$ cat src/drb_defs.svh
// Purpose: Constants for the read burst control block
// Assumes: System clock of 40 MHz; 8-bit data lane, 8 banks
// Notes: Times are in picoseconds, cycle counts derived from them
//
// Summary of operation
// RULE1 - First read element appears additive plus CAS latency clocks after READ. Latency below two is served as two.
// RULE2 - Later elements follow on every rising and falling link clock edge.
// RULE3 - Strobe driven with data; strobe low, complement high as preamble first.
// RULE4 - Strobe low, complement high during the final element as postamble.
// RULE5 - Data lines go high impedance once a burst ends with nothing pending.
// RULE6 - READ after half burst length clocks continues data without any gap.
// RULE7 - Controller never interrupts a burst of length four.
// RULE8 - Length eight burst cut only by another READ on four-element boundary.
// RULE9 - Interrupting READ comes exactly two clocks after the one interrupted.
// RULE10 - Interrupting READ may use auto precharge; its banks are not precharged. Here its bank is precharged as after any auto precharge READ.
// RULE11 - Spacing after auto precharge READ to other banks follows fixed clocks.
// RULE12 - Read data completes before any following write burst starts.
// RULE13 - Same-bank PRECHARGE waits additive latency plus half burst, and read-to-precharge.
// RULE14 - Read-to-precharge measured from internal READ, or two clocks later for eight.
// RULE15 - After PRECHARGE, no bank command until row precharge time elapses.
// RULE16 - Auto precharge select bit high on READ closes the row after burst.
// RULE17 - Auto precharge starts additive plus half burst later, held for row times.
// RULE18 - Row precharge interval counts from the actual internal precharge moment.
// RULE19 - Next ACTIVATE after auto precharge read waits summed rounded-up times.
// RULE20 - Internal precharge never before two clocks after the final prefetch.
// RULE21 - Explicit PRECHARGE only after minimum row active time is met.
// RULE22 - Controller rounds every minimum time up to whole clocks.
// RULE23 - READ only to an open row after activate-to-read delay less additive latency.
// RULE24 - Controller tracks per-bank timers and data bus occupancy.
// RULE25 - Elements follow programmed burst order from the supplied start column.
`ifndef DRB_DEFS_SVH
`define DRB_DEFS_SVH

// ----------------------------------------
// Register map
// ----------------------------------------
`define DRB_REG_CFG 8'h00
`define DRB_REG_TIM 8'h04
`define DRB_REG_STAT 8'h08
`define DRB_CFG_RST 32'h0000_0030
`define DRB_CFG_AL_LSB 0
`define DRB_CFG_CL_LSB 4
`define DRB_CFG_BL8_BIT 8
`define DRB_CFG_ILV_BIT 9
`define DRB_TIM_RAS_LSB 0
`define DRB_TIM_RTP_LSB 8
`define DRB_TIM_RP_LSB 16
`define DRB_STAT_OPEN_LSB 0
`define DRB_STAT_BUSY_LSB 8
`define DRB_STAT_ACT_BIT 16

// ----------------------------------------
// Timing
// ----------------------------------------
`define DRB_CLK_PS 25000
`define DRB_RAS_PS 40000
`define DRB_RTP_PS 7500
`define DRB_RP_PS 15000
`define DRB_CYC(ps) (((ps) + `DRB_CLK_PS - 1) / `DRB_CLK_PS)

// ----------------------------------------
// Burst geometry
// ----------------------------------------
`define DRB_AP_BIT 10
`define DRB_LEN4 4'h4
`define DRB_LEN8 4'h8
`define DRB_HALF4 4'h2
`define DRB_HALF8 4'h4
`define DRB_PREFETCH_LEAD 4'h2
`define DRB_SLOT_LEAD 4'h2
`define DRB_PIPE_DEPTH 16
`define DRB_NBANK 8

`endif

$ cat src/drb_pkg.sv
// Purpose: Types shared by the read burst control block
// Assumes: Constants come from drb_defs.svh
// Notes: None
package drb_pkg;

  // Command and clock pins as seen on the ball side
  typedef struct packed {
    logic ck;
    logic cs_n;
    logic ras_n;
    logic cas_n;
    logic we_n;
    logic [2:0] ba;
    logic [13:0] addr;
  } drb_pins_t;

  // One scheduled read burst
  typedef struct packed {
    logic valid;
    logic bl8;
    logic [2:0] bank;
    logic [9:0] col;
  } drb_burst_t;

  typedef enum logic [1:0] {
    DRB_IDLE = 2'b00,
    DRB_PRE = 2'b01,
    DRB_DATA = 2'b10
  } drb_state_t;

endpackage

$ cat src/drb_read_burst.sv
// Purpose: Device-side read burst engine with auto precharge timing
// Assumes: Link clock and command pins are asynchronous and sampled here
// Notes: Array read port is combinational on the system clock
`timescale 1ns/1ps
`include "drb_defs.svh"

module drb_read_burst (
  // System
  input wire logic clk_sys,
  input wire logic arst_n,
  // Register port
  input wire logic [7:0] reg_addr,
  input wire logic [31:0] reg_wdata,
  input wire logic reg_wr,
  input wire logic reg_rd,
  output logic [31:0] reg_rdata,
  // Command pins
  input wire drb_pkg::drb_pins_t cmd_pins,
  // Data pins, active-low output enables
  output logic [7:0] dq_o,
  output logic dq_oe_n,
  output logic dqs_o,
  output logic dqs_c_o,
  output logic dqs_oe_n,
  // Array read port
  output logic [2:0] arr_bank,
  output logic [9:0] arr_col,
  input wire logic [7:0] arr_rdata,
  // Bank status
  output logic [7:0] bank_open,
  output logic [7:0] precharge_start
);

  // ----------------------------------------
  // Pin synchronisers and edge detection
  // ----------------------------------------
  drb_pkg::drb_pins_t pin_s1_r;
  drb_pkg::drb_pins_t pin_s2_r;
  logic ck_q_r;
  logic ck_rise;
  logic ck_fall;

  always_ff @(posedge clk_sys or negedge arst_n)
  begin
    if (!arst_n)
    begin
      pin_s1_r <= '0;
      pin_s2_r <= '0;
      ck_q_r <= 1'b0;
    end
    else
    begin
      pin_s1_r <= cmd_pins;
      pin_s2_r <= pin_s1_r;
      ck_q_r <= pin_s2_r.ck;
    end
  end

  assign ck_rise = pin_s2_r.ck & ~ck_q_r;
  assign ck_fall = ~pin_s2_r.ck & ck_q_r;

  // ----------------------------------------
  // Registers
  // ----------------------------------------
  logic [31:0] cfg_r;
  logic [31:0] tim_r;
  logic [31:0] rdata_r;
  logic [31:0] stat_w;
  logic [2:0] al;
  logic [2:0] cl;
  logic bl8;
  logic ilv;
  logic [7:0] ras_cfg;
  logic [7:0] rtp_cfg;
  logic [7:0] rp_cfg;

  assign al = cfg_r[`DRB_CFG_AL_LSB +: 3];
  assign cl = cfg_r[`DRB_CFG_CL_LSB +: 3];
  assign bl8 = cfg_r[`DRB_CFG_BL8_BIT];
  assign ilv = cfg_r[`DRB_CFG_ILV_BIT];
  assign ras_cfg = tim_r[`DRB_TIM_RAS_LSB +: 8];
  assign rtp_cfg = tim_r[`DRB_TIM_RTP_LSB +: 8];
  assign rp_cfg = tim_r[`DRB_TIM_RP_LSB +: 8];

  always_ff @(posedge clk_sys or negedge arst_n)
  begin
    if (!arst_n)
    begin
      cfg_r <= `DRB_CFG_RST;
      tim_r <= {8'h00, 8'(`DRB_CYC(`DRB_RP_PS)), 8'(`DRB_CYC(`DRB_RTP_PS)),
                8'(`DRB_CYC(`DRB_RAS_PS))};
    end
    else if (reg_wr)
    begin
      if (reg_addr == `DRB_REG_CFG)
        cfg_r <= {22'h00_0000, reg_wdata[9:8], 1'b0, reg_wdata[6:4], 1'b0, reg_wdata[2:0]};
      if (reg_addr == `DRB_REG_TIM)
        tim_r <= {8'h00, reg_wdata[23:0]};
    end
  end

  always_ff @(posedge clk_sys or negedge arst_n)
  begin
    if (!arst_n)
      rdata_r <= 32'h0000_0000;
    else if (reg_rd)
    begin
      unique case (reg_addr)
        `DRB_REG_CFG: rdata_r <= cfg_r;
        `DRB_REG_TIM: rdata_r <= tim_r;
        `DRB_REG_STAT: rdata_r <= stat_w;
        default: rdata_r <= 32'h0000_0000;
      endcase
    end
    else
      rdata_r <= 32'h0000_0000;
  end

  assign reg_rdata = rdata_r;

  // ----------------------------------------
  // Command decode
  // ----------------------------------------
  drb_pkg::drb_pins_t cmd;
  logic sel;
  logic is_read;
  logic is_act;
  logic is_pre;
  logic ap_sel;
  logic [3:0] rl;
  logic [3:0] slot_idx;
  logic [3:0] half_bl;
  logic [3:0] ap_load;

  assign cmd = pin_s2_r;
  assign sel = ck_rise & ~cmd.cs_n;
  assign is_read = sel & cmd.ras_n & ~cmd.cas_n & cmd.we_n;
  assign is_act = sel & ~cmd.ras_n & cmd.cas_n & cmd.we_n;
  assign is_pre = sel & ~cmd.ras_n & cmd.cas_n & ~cmd.we_n;
  assign ap_sel = cmd.addr[`DRB_AP_BIT];
  assign rl = {1'b0, al} + {1'b0, cl}; // [RULE1]
  // Limitation: latency below two is served as two
  assign slot_idx = (rl < `DRB_SLOT_LEAD) ? 4'h0 : rl - `DRB_SLOT_LEAD;
  assign half_bl = bl8 ? `DRB_HALF8 : `DRB_HALF4;
  assign ap_load = {1'b0, al} + half_bl; // [RULE17]

  // ----------------------------------------
  // Latency pipe, one slot per link clock
  // ----------------------------------------
  drb_pkg::drb_burst_t pipe_r [`DRB_PIPE_DEPTH];
  drb_pkg::drb_burst_t head;
  drb_pkg::drb_burst_t new_burst;

  assign head = pipe_r[0];
  assign new_burst = '{valid: 1'b1, bl8: bl8, bank: cmd.ba, col: cmd.addr[9:0]};

  always_ff @(posedge clk_sys or negedge arst_n)
  begin
    if (!arst_n)
    begin
      for (int i = 0; i < `DRB_PIPE_DEPTH; i++)
        pipe_r[i] <= '0;
    end
    else if (ck_rise)
    begin
      for (int i = 0; i < `DRB_PIPE_DEPTH - 1; i++)
        pipe_r[i] <= pipe_r[i + 1];
      pipe_r[`DRB_PIPE_DEPTH - 1] <= '0;
      // Engine sees the head one rise later, so the preamble lands at latency minus one
      if (is_read)
        pipe_r[slot_idx] <= new_burst; // [RULE1] [RULE3]
    end
  end

  // ----------------------------------------
  // Burst engine
  // ----------------------------------------
  drb_pkg::drb_state_t st_r;
  drb_pkg::drb_burst_t cur_r;
  drb_pkg::drb_burst_t next_r;
  logic [3:0] elem_r;
  logic [3:0] len;
  logic take_next;
  logic done_w;
  logic [7:0] dq_r;
  logic dq_drive_r;
  logic dqs_r;
  logic dqs_drive_r;

  function automatic logic [9:0] col_of(input logic [9:0] base, input logic [3:0] idx,
                                        input logic len8, input logic inter);
    logic [9:0] mask;
    logic [9:0] off;
    mask = len8 ? 10'h007 : 10'h003;
    off = inter ? (base ^ {6'h00, idx}) : (base + {6'h00, idx});
    return (base & ~mask) | (off & mask);
  endfunction

  assign len = cur_r.bl8 ? `DRB_LEN8 : `DRB_LEN4;
  // Truncation only at a four-element boundary
  assign take_next = (st_r == drb_pkg::DRB_DATA) && (elem_r[1:0] == 2'b00) &&
                     (elem_r != 4'h0) && next_r.valid; // [RULE6] [RULE8] [RULE10]
  assign done_w = (elem_r == len) && !take_next;

  always_ff @(posedge clk_sys or negedge arst_n)
  begin
    if (!arst_n)
    begin
      st_r <= drb_pkg::DRB_IDLE;
      cur_r <= '0;
      elem_r <= 4'h0;
      dq_r <= 8'h00;
      dq_drive_r <= 1'b0;
      dqs_r <= 1'b0;
      dqs_drive_r <= 1'b0;
    end
    else if (ck_rise)
    begin
      unique case (st_r)
        drb_pkg::DRB_IDLE:
        begin
          if (head.valid)
          begin
            st_r <= drb_pkg::DRB_PRE;
            cur_r <= head;
            elem_r <= 4'h0;
            dqs_r <= 1'b0; // [RULE3]
            dqs_drive_r <= 1'b1;
          end
        end
        drb_pkg::DRB_PRE:
        begin
          st_r <= drb_pkg::DRB_DATA;
          dq_r <= arr_rdata; // [RULE1]
          dq_drive_r <= 1'b1;
          dqs_r <= 1'b1; // [RULE3]
          elem_r <= 4'h1;
        end
        drb_pkg::DRB_DATA:
        begin
          if (take_next)
          begin
            cur_r <= next_r; // [RULE6] [RULE8]
            dq_r <= arr_rdata;
            dqs_r <= 1'b1;
            elem_r <= 4'h1;
          end
          else if (!done_w)
          begin
            dq_r <= arr_rdata; // [RULE2]
            dqs_r <= 1'b1;
            elem_r <= elem_r + 4'h1;
          end
          else if (head.valid)
          begin
            // Gap of one clock: strobe stays low as the new preamble
            st_r <= drb_pkg::DRB_PRE;
            cur_r <= head;
            elem_r <= 4'h0;
            dq_drive_r <= 1'b0;
            dqs_r <= 1'b0;
          end
          else
          begin
            st_r <= drb_pkg::DRB_IDLE;
            dq_drive_r <= 1'b0; // [RULE5]
            dqs_drive_r <= 1'b0;
            dqs_r <= 1'b0;
          end
        end
        default: st_r <= drb_pkg::DRB_IDLE;
      endcase
    end
    else if (ck_fall && st_r == drb_pkg::DRB_DATA && elem_r[0])
    begin
      dq_r <= arr_rdata; // [RULE2]
      dqs_r <= 1'b0; // [RULE4]
      elem_r <= elem_r + 4'h1;
    end
  end

  // Follow-on burst held until the current one reaches a boundary
  always_ff @(posedge clk_sys or negedge arst_n)
  begin
    if (!arst_n)
      next_r <= '0;
    else if (ck_rise)
    begin
      if (take_next)
        next_r.valid <= 1'b0;
      if (head.valid && st_r == drb_pkg::DRB_DATA && !done_w)
        next_r <= head; // [RULE6]
    end
  end

  // Address for the element due at the next edge
  always_ff @(posedge clk_sys or negedge arst_n)
  begin
    if (!arst_n)
    begin
      arr_bank <= 3'h0;
      arr_col <= 10'h000;
    end
    else if ((st_r == drb_pkg::DRB_DATA) && (elem_r[1:0] == 2'b00) && next_r.valid)
    begin
      arr_bank <= next_r.bank;
      arr_col <= col_of(next_r.col, 4'h0, next_r.bl8, ilv); // [RULE25]
    end
    else
    begin
      arr_bank <= cur_r.bank;
      arr_col <= col_of(cur_r.col, elem_r, cur_r.bl8, ilv); // [RULE25]
    end
  end

  assign dq_o = dq_r;
  assign dq_oe_n = ~dq_drive_r;
  assign dqs_o = dqs_r;
  assign dqs_c_o = ~dqs_r; // [RULE3] [RULE4]
  assign dqs_oe_n = ~dqs_drive_r;

  // ----------------------------------------
  // Per-bank row timers and auto precharge
  // ----------------------------------------
  logic [7:0] open_r;
  logic [7:0] ap_pend_r;
  logic [7:0] rtp_run_r;
  logic [7:0] pc_start_r;
  logic [7:0] ras_cnt_r [`DRB_NBANK];
  logic [7:0] rtp_cnt_r [`DRB_NBANK];
  logic [7:0] rp_cnt_r [`DRB_NBANK];
  logic [3:0] ap_ck_r [`DRB_NBANK];
  logic [7:0] busy_w;

  always_ff @(posedge clk_sys or negedge arst_n)
  begin
    if (!arst_n)
    begin
      open_r <= 8'h00;
      ap_pend_r <= 8'h00;
      rtp_run_r <= 8'h00;
      pc_start_r <= 8'h00;
      for (int b = 0; b < `DRB_NBANK; b++)
      begin
        ras_cnt_r[b] <= 8'h00;
        rtp_cnt_r[b] <= 8'h00;
        rp_cnt_r[b] <= 8'h00;
        ap_ck_r[b] <= 4'h0;
      end
    end
    else
    begin
      for (int b = 0; b < `DRB_NBANK; b++)
      begin
        logic hit;
        logic ap_new;
        logic rtp_go;
        logic fire;
        hit = (cmd.ba == 3'(b));
        ap_new = is_read && ap_sel && hit; // [RULE16]
        // Read-to-precharge window opens at the final prefetch
        rtp_go = (ap_new && ap_load == `DRB_PREFETCH_LEAD) ||
                 (ck_rise && ap_pend_r[b] && ap_ck_r[b] == `DRB_PREFETCH_LEAD + 4'h1);
        // May fall between link clock edges once the timers expire
        fire = ap_pend_r[b] && (ap_ck_r[b] == 4'h0) && rtp_run_r[b] &&
               (rtp_cnt_r[b] == 8'h00) && (ras_cnt_r[b] == 8'h00); // [RULE17] [RULE20]
        pc_start_r[b] <= fire;

        if (is_act && hit)
          ras_cnt_r[b] <= ras_cfg;
        else if (ras_cnt_r[b] != 8'h00)
          ras_cnt_r[b] <= ras_cnt_r[b] - 8'h01;

        if (ap_new)
          ap_ck_r[b] <= ap_load; // [RULE17]
        else if (ck_rise && ap_ck_r[b] != 4'h0)
          ap_ck_r[b] <= ap_ck_r[b] - 4'h1;

        if (rtp_go)
        begin
          rtp_run_r[b] <= 1'b1;
          rtp_cnt_r[b] <= rtp_cfg; // [RULE17]
        end
        else if (fire)
          rtp_run_r[b] <= 1'b0;
        else if (rtp_cnt_r[b] != 8'h00)
          rtp_cnt_r[b] <= rtp_cnt_r[b] - 8'h01;

        if (ap_new)
          ap_pend_r[b] <= 1'b1;
        else if (fire)
          ap_pend_r[b] <= 1'b0;

        if (fire || (is_pre && (hit || cmd.addr[`DRB_AP_BIT])))
          rp_cnt_r[b] <= rp_cfg; // [RULE18]
        else if (rp_cnt_r[b] != 8'h00)
          rp_cnt_r[b] <= rp_cnt_r[b] - 8'h01;

        if (is_act && hit)
          open_r[b] <= 1'b1;
        else if (fire || (is_pre && (hit || cmd.addr[`DRB_AP_BIT])))
          open_r[b] <= 1'b0; // [RULE16]
      end
    end
  end

  always_comb
  begin
    for (int b = 0; b < `DRB_NBANK; b++)
      busy_w[b] = (rp_cnt_r[b] != 8'h00) || ap_pend_r[b];
  end

  assign stat_w = {15'h0000, (st_r != drb_pkg::DRB_IDLE), busy_w, open_r};
  assign bank_open = open_r;
  assign precharge_start = pc_start_r;

endmodule

$ cat config.mk
export PLATFORM = sky130hd
export DESIGN_NAME = drb_read_burst
export DESIGN_NICKNAME = d
export VERILOG_FILES = /design/src/drb_pkg.sv /design/src/drb_read_burst.sv
export VERILOG_INCLUDE_DIRS = /design/src
export SDC_FILE = /design/constraint.sdc
export NUM_CORES = 1
export LEC_CHECK = 0
export BUFFER_PORTS_ARGS = -buffer_cell sky130_fd_sc_hd__buf_2
export CAP_MARGIN = 5
export CELL_PAD_IN_SITES_DETAIL_PLACEMENT = 0
export CELL_PAD_IN_SITES_GLOBAL_PLACEMENT = 2
export CORE_MARGIN = 1
export CORE_UTILIZATION = 30
export CTS_BUF_LIST = sky130_fd_sc_hd__clkbuf_4 sky130_fd_sc_hd__clkbuf_8
export DETAILED_ROUTE_END_ITERATION = 10
export GPL_TIMING_DRIVEN = 0
export MAX_ROUTING_LAYER = met4
export PLACE_DENSITY = 0.73
export SETUP_SLACK_MARGIN = 0.5
export SYNTH_ARGS = -nofsm -noshare
export SYNTH_HDL_FRONTEND = slang
export SYNTH_SLANG_ARGS = --single-unit
$ cat constraint.sdc
create_clock -name clk_sys -period 3.3 [get_ports clk_sys]
set_input_delay 0.66 -clock clk_sys [delete_from_list [all_inputs] [get_ports clk_sys]]
set_output_delay 0.66 -clock clk_sys [all_outputs]
set_load 0.02 [all_outputs]
==> metrics.cfg <==
[floorplanning]
die_y_um=338
fp.dieArea_sq_um=114000
dieWidth_um=338
start_util_pct=30.4
ios=147
core_area_sq_um=111000
rows=122

[power]
peakVddDrop_uv=399
p_leak_uw=0.0182
power_density_nw_per_um2=684

[yosys]
synth_area_per_cell_sq_um=10.1
seq_area_frac_synth_pct=48.0
ys_top_cells_by_count=dfrtp_1, nor2_1, mux2_2, o31ai_1, nand4_1
ys_warn_count=0
ys_types=84
netlist_instances=3364
yosysTopAreaCell=dfrtp_1
synth_area_sq_um=33900
yosys.cell_count.top_type=dfrtp_1
synth.top_cell.area_share_pct=47.6
yosys-top-cells-area=dfrtp_1, mux2_2, o31ai_1
ys_ff_latch=650
ys.flop_type=dfrtp_1
synth_edf_count=0
async_flop_share_pct=100

[clocking]
worst_skew_pair.late_latency_ns=0.79
htreeDepth=3
cts_buffers=117
clock_path_buffers=3
clk_pin_slew_ns=0.06
cts_root_buffer=clkbuf_8
cts.sinks=650
cts_tree=done

[timing]
hold_ws_ns=0.123
fin_tns_setup_ns=0
timing.fmax_mhz=314
setup_viol=0
tightest_slew_ns=1.31
finalCritPeriodShare_pct=96.5
report.final.slew_viol_count=0
hold_viol=0
period_needed_ns=3.19
timing.slew.headroom_pct=12.4
finClkSkew_ns=0.0555
rsz0062_at_grt=true

[route]
wl_met2_um=58500
ant_nets=0
met1_length_um=54100
route.detailed.drc=0
avgRoutedWirePerCell_um=22.8
first_iter_violations=1930
routed_wl_um=123000
dr.pass1.iters=7
dr.max_layer_used=met4
vias_per_cell=5.41
route.vias.total=29061
wl_met3_um=6000

[critical_path]
critPathRequiredTime_ns=3.91
path_buf_inv=4
critPathKind=reg -> reg
cp-startpoint=cfg_r[4]
crit_family=adder cells
rrSetupSlack_ns=0.11
timing.rr.end=pipe_r[165]
start_kind=flip-flop
worst_path_max_delay_cell=dfstp_2
r2r-start=cfg_r[4]
cp_cell_sequence=ha_4, inv_2, fa_2, ha_4, buf_8, or4_4, buf_12, clkbuf_16, o31ai_4, a31oi_1
cp_common_cell=ha_4
critPathMaxStageDelay_ns=0.60
crit_fanout=7
r2r_cells=10
worstPathArrival_ns=3.79
endpoint_kind=flip-flop

[layout]
drive_gt1_share_pct=31.2
seq_area_sq_um=16300
syn_to_final_growth_pct=34.8
nFillCells=10739
multiInputGateArea_sq_um=19200
nets=3932
post-route-util_pct=41.0
finalNonFillerCells=5375

[global_route]
grt_use_total_pct=21.4
antenna_found_initial=2
grt_max_degree=107
grt-ovfl-total=0
grt_pass1_vias=28373
grt_first_pass_wirelength_um=184000

[placement]
hpwl_um=79800
numPortBuffers=127
dp_cells=4994
gp_congestion=0.841

[job]
cap_viol_max_count=0

[hold_path]
worstHoldStart=arr_rdata[1]
holdPathStages=2
min_path_type=in -> reg
holdPathEnd=dq_o[1]

[run_status]
status=completed

==> placed cells by master, fill, tap and decap left out, types with 75 or more instances in the layout <==
| cell | count |
|---|---|
| o21ai_0 | 87 |
| buf_4 | 83 |
| nor2_1 | 378 |
| o31ai_4 | 160 |
| a21oi_1 | 87 |
| clkbuf_8 | 160 |
| dfrtp_1 | 644 |
| inv_1 | 114 |
| a31oi_1 | 207 |
| xnor2_1 | 75 |
| clkbuf_1 | 97 |
| nand2_1 | 118 |
| mux2i_1 | 79 |
| mux2_2 | 203 |
| nand4_1 | 214 |
| buf_2 | 154 |
==> metrics by stage <==
stage	area, sq um	setup slack (ns)	power [uW]
global route	45700	0.0742	33300
detailed placement	36900	-0.578	21500
CTS	43600	0.0724	31000
floorplan	34200	0.331	19000
global placement	36700	-13.27	21300
finish	45700	0.114	31300
==> worst max path at each step <==
| stage | to | slack (ns) | depth (start not counted) |
|---|---|---|---|
| 2_1_floorplan | pipe_r[214] | 0.33 | 12 |
| 3_3_place_gp | pipe_r[49] | -13.27 | 1 |
| 3_5_place_dp | pipe_r[125] | -0.58 | 11 |
| 4_1_cts | next_r[7] | 0.07 | 8 |
| 5_1_grt | pipe_r[165] | 0.07 | 11 |
| 6_report | pipe_r[165] | 0.11 | 10 |
==> final cells by class <==
cell class | count | area share [%]
Buffer | 291 | 5.22
Multi-Input combinational cell | 2312 | 41.9
Clock buffer | 199 | 5.29
Tap cell | 1488 | 4.07
Inverter | 119 | 0.994
Antenna cell | 3 | 0.0164
Timing Repair Buffer | 295 | 6.46
Clock inverter | 18 | 0.427
Sequential cell | 650 | 35.6
==> routing by layer <==
metal	vias up	track usage, %
met3	274	3.12
met2	818	34.2
met1	14578	28.0
met5	-	-
met4	0	6.04
li1	13391	-
==> state kept, by name, summed over array words and instances (netlist names), 10 cells and up <==
signal and count:
rp_cnt_r 64, ap_ck_r 32, cur_r 14, ras_cnt_r 64, arr_col 10, rtp_cnt_r 64
cmd 18, reg_rdata 24, next_r 15, pin_s1_r 19, tim_r 24, pipe_r 225
head 15
==> where the power goes <==
| part | leakage [uW] | switching [uW] | total [uW] | internal, uW |
|---|---|---|---|---|
| combinational | 0.00913 | 4850 | 10000 | 5190 |
| sequential | 0.00762 | 2370 | 12700 | 10400 |
| clock | 0.00140 | 3660 | 8500 | 4840 |
==> logic make-up after synthesis <==
| logic type | count (synthesis) | synth area share [%] |
|---|---|---|
| and+or+nand+nor | 1046 | 16.2 |
| AOI/OAI and AO/OA | 793 | 16.2 |
| DFF | 650 | 48.0 |
| buffers and inverters | 410 | 4.86 |
| muxes | 295 | 9.51 |
| xor gates and xnor gates | 97 | 2.51 |
| adders and majority gates | 72 | 2.72 |
| other | 1 | 0.0111 |
==> what timing repair did <==
action | 4_1_cts | 5_1_grt
setup buffers | 53 | 48
gates cloned | 29 | 10
endpoints found under the setup margin | 389 | 413
hold buffers | 21 | 0
hold endpoints to repair | 97 | 0
pin swaps | 135 | 138
resized for setup | 540 | 374
Note: power is estimated with default switching activity, not from simulation.
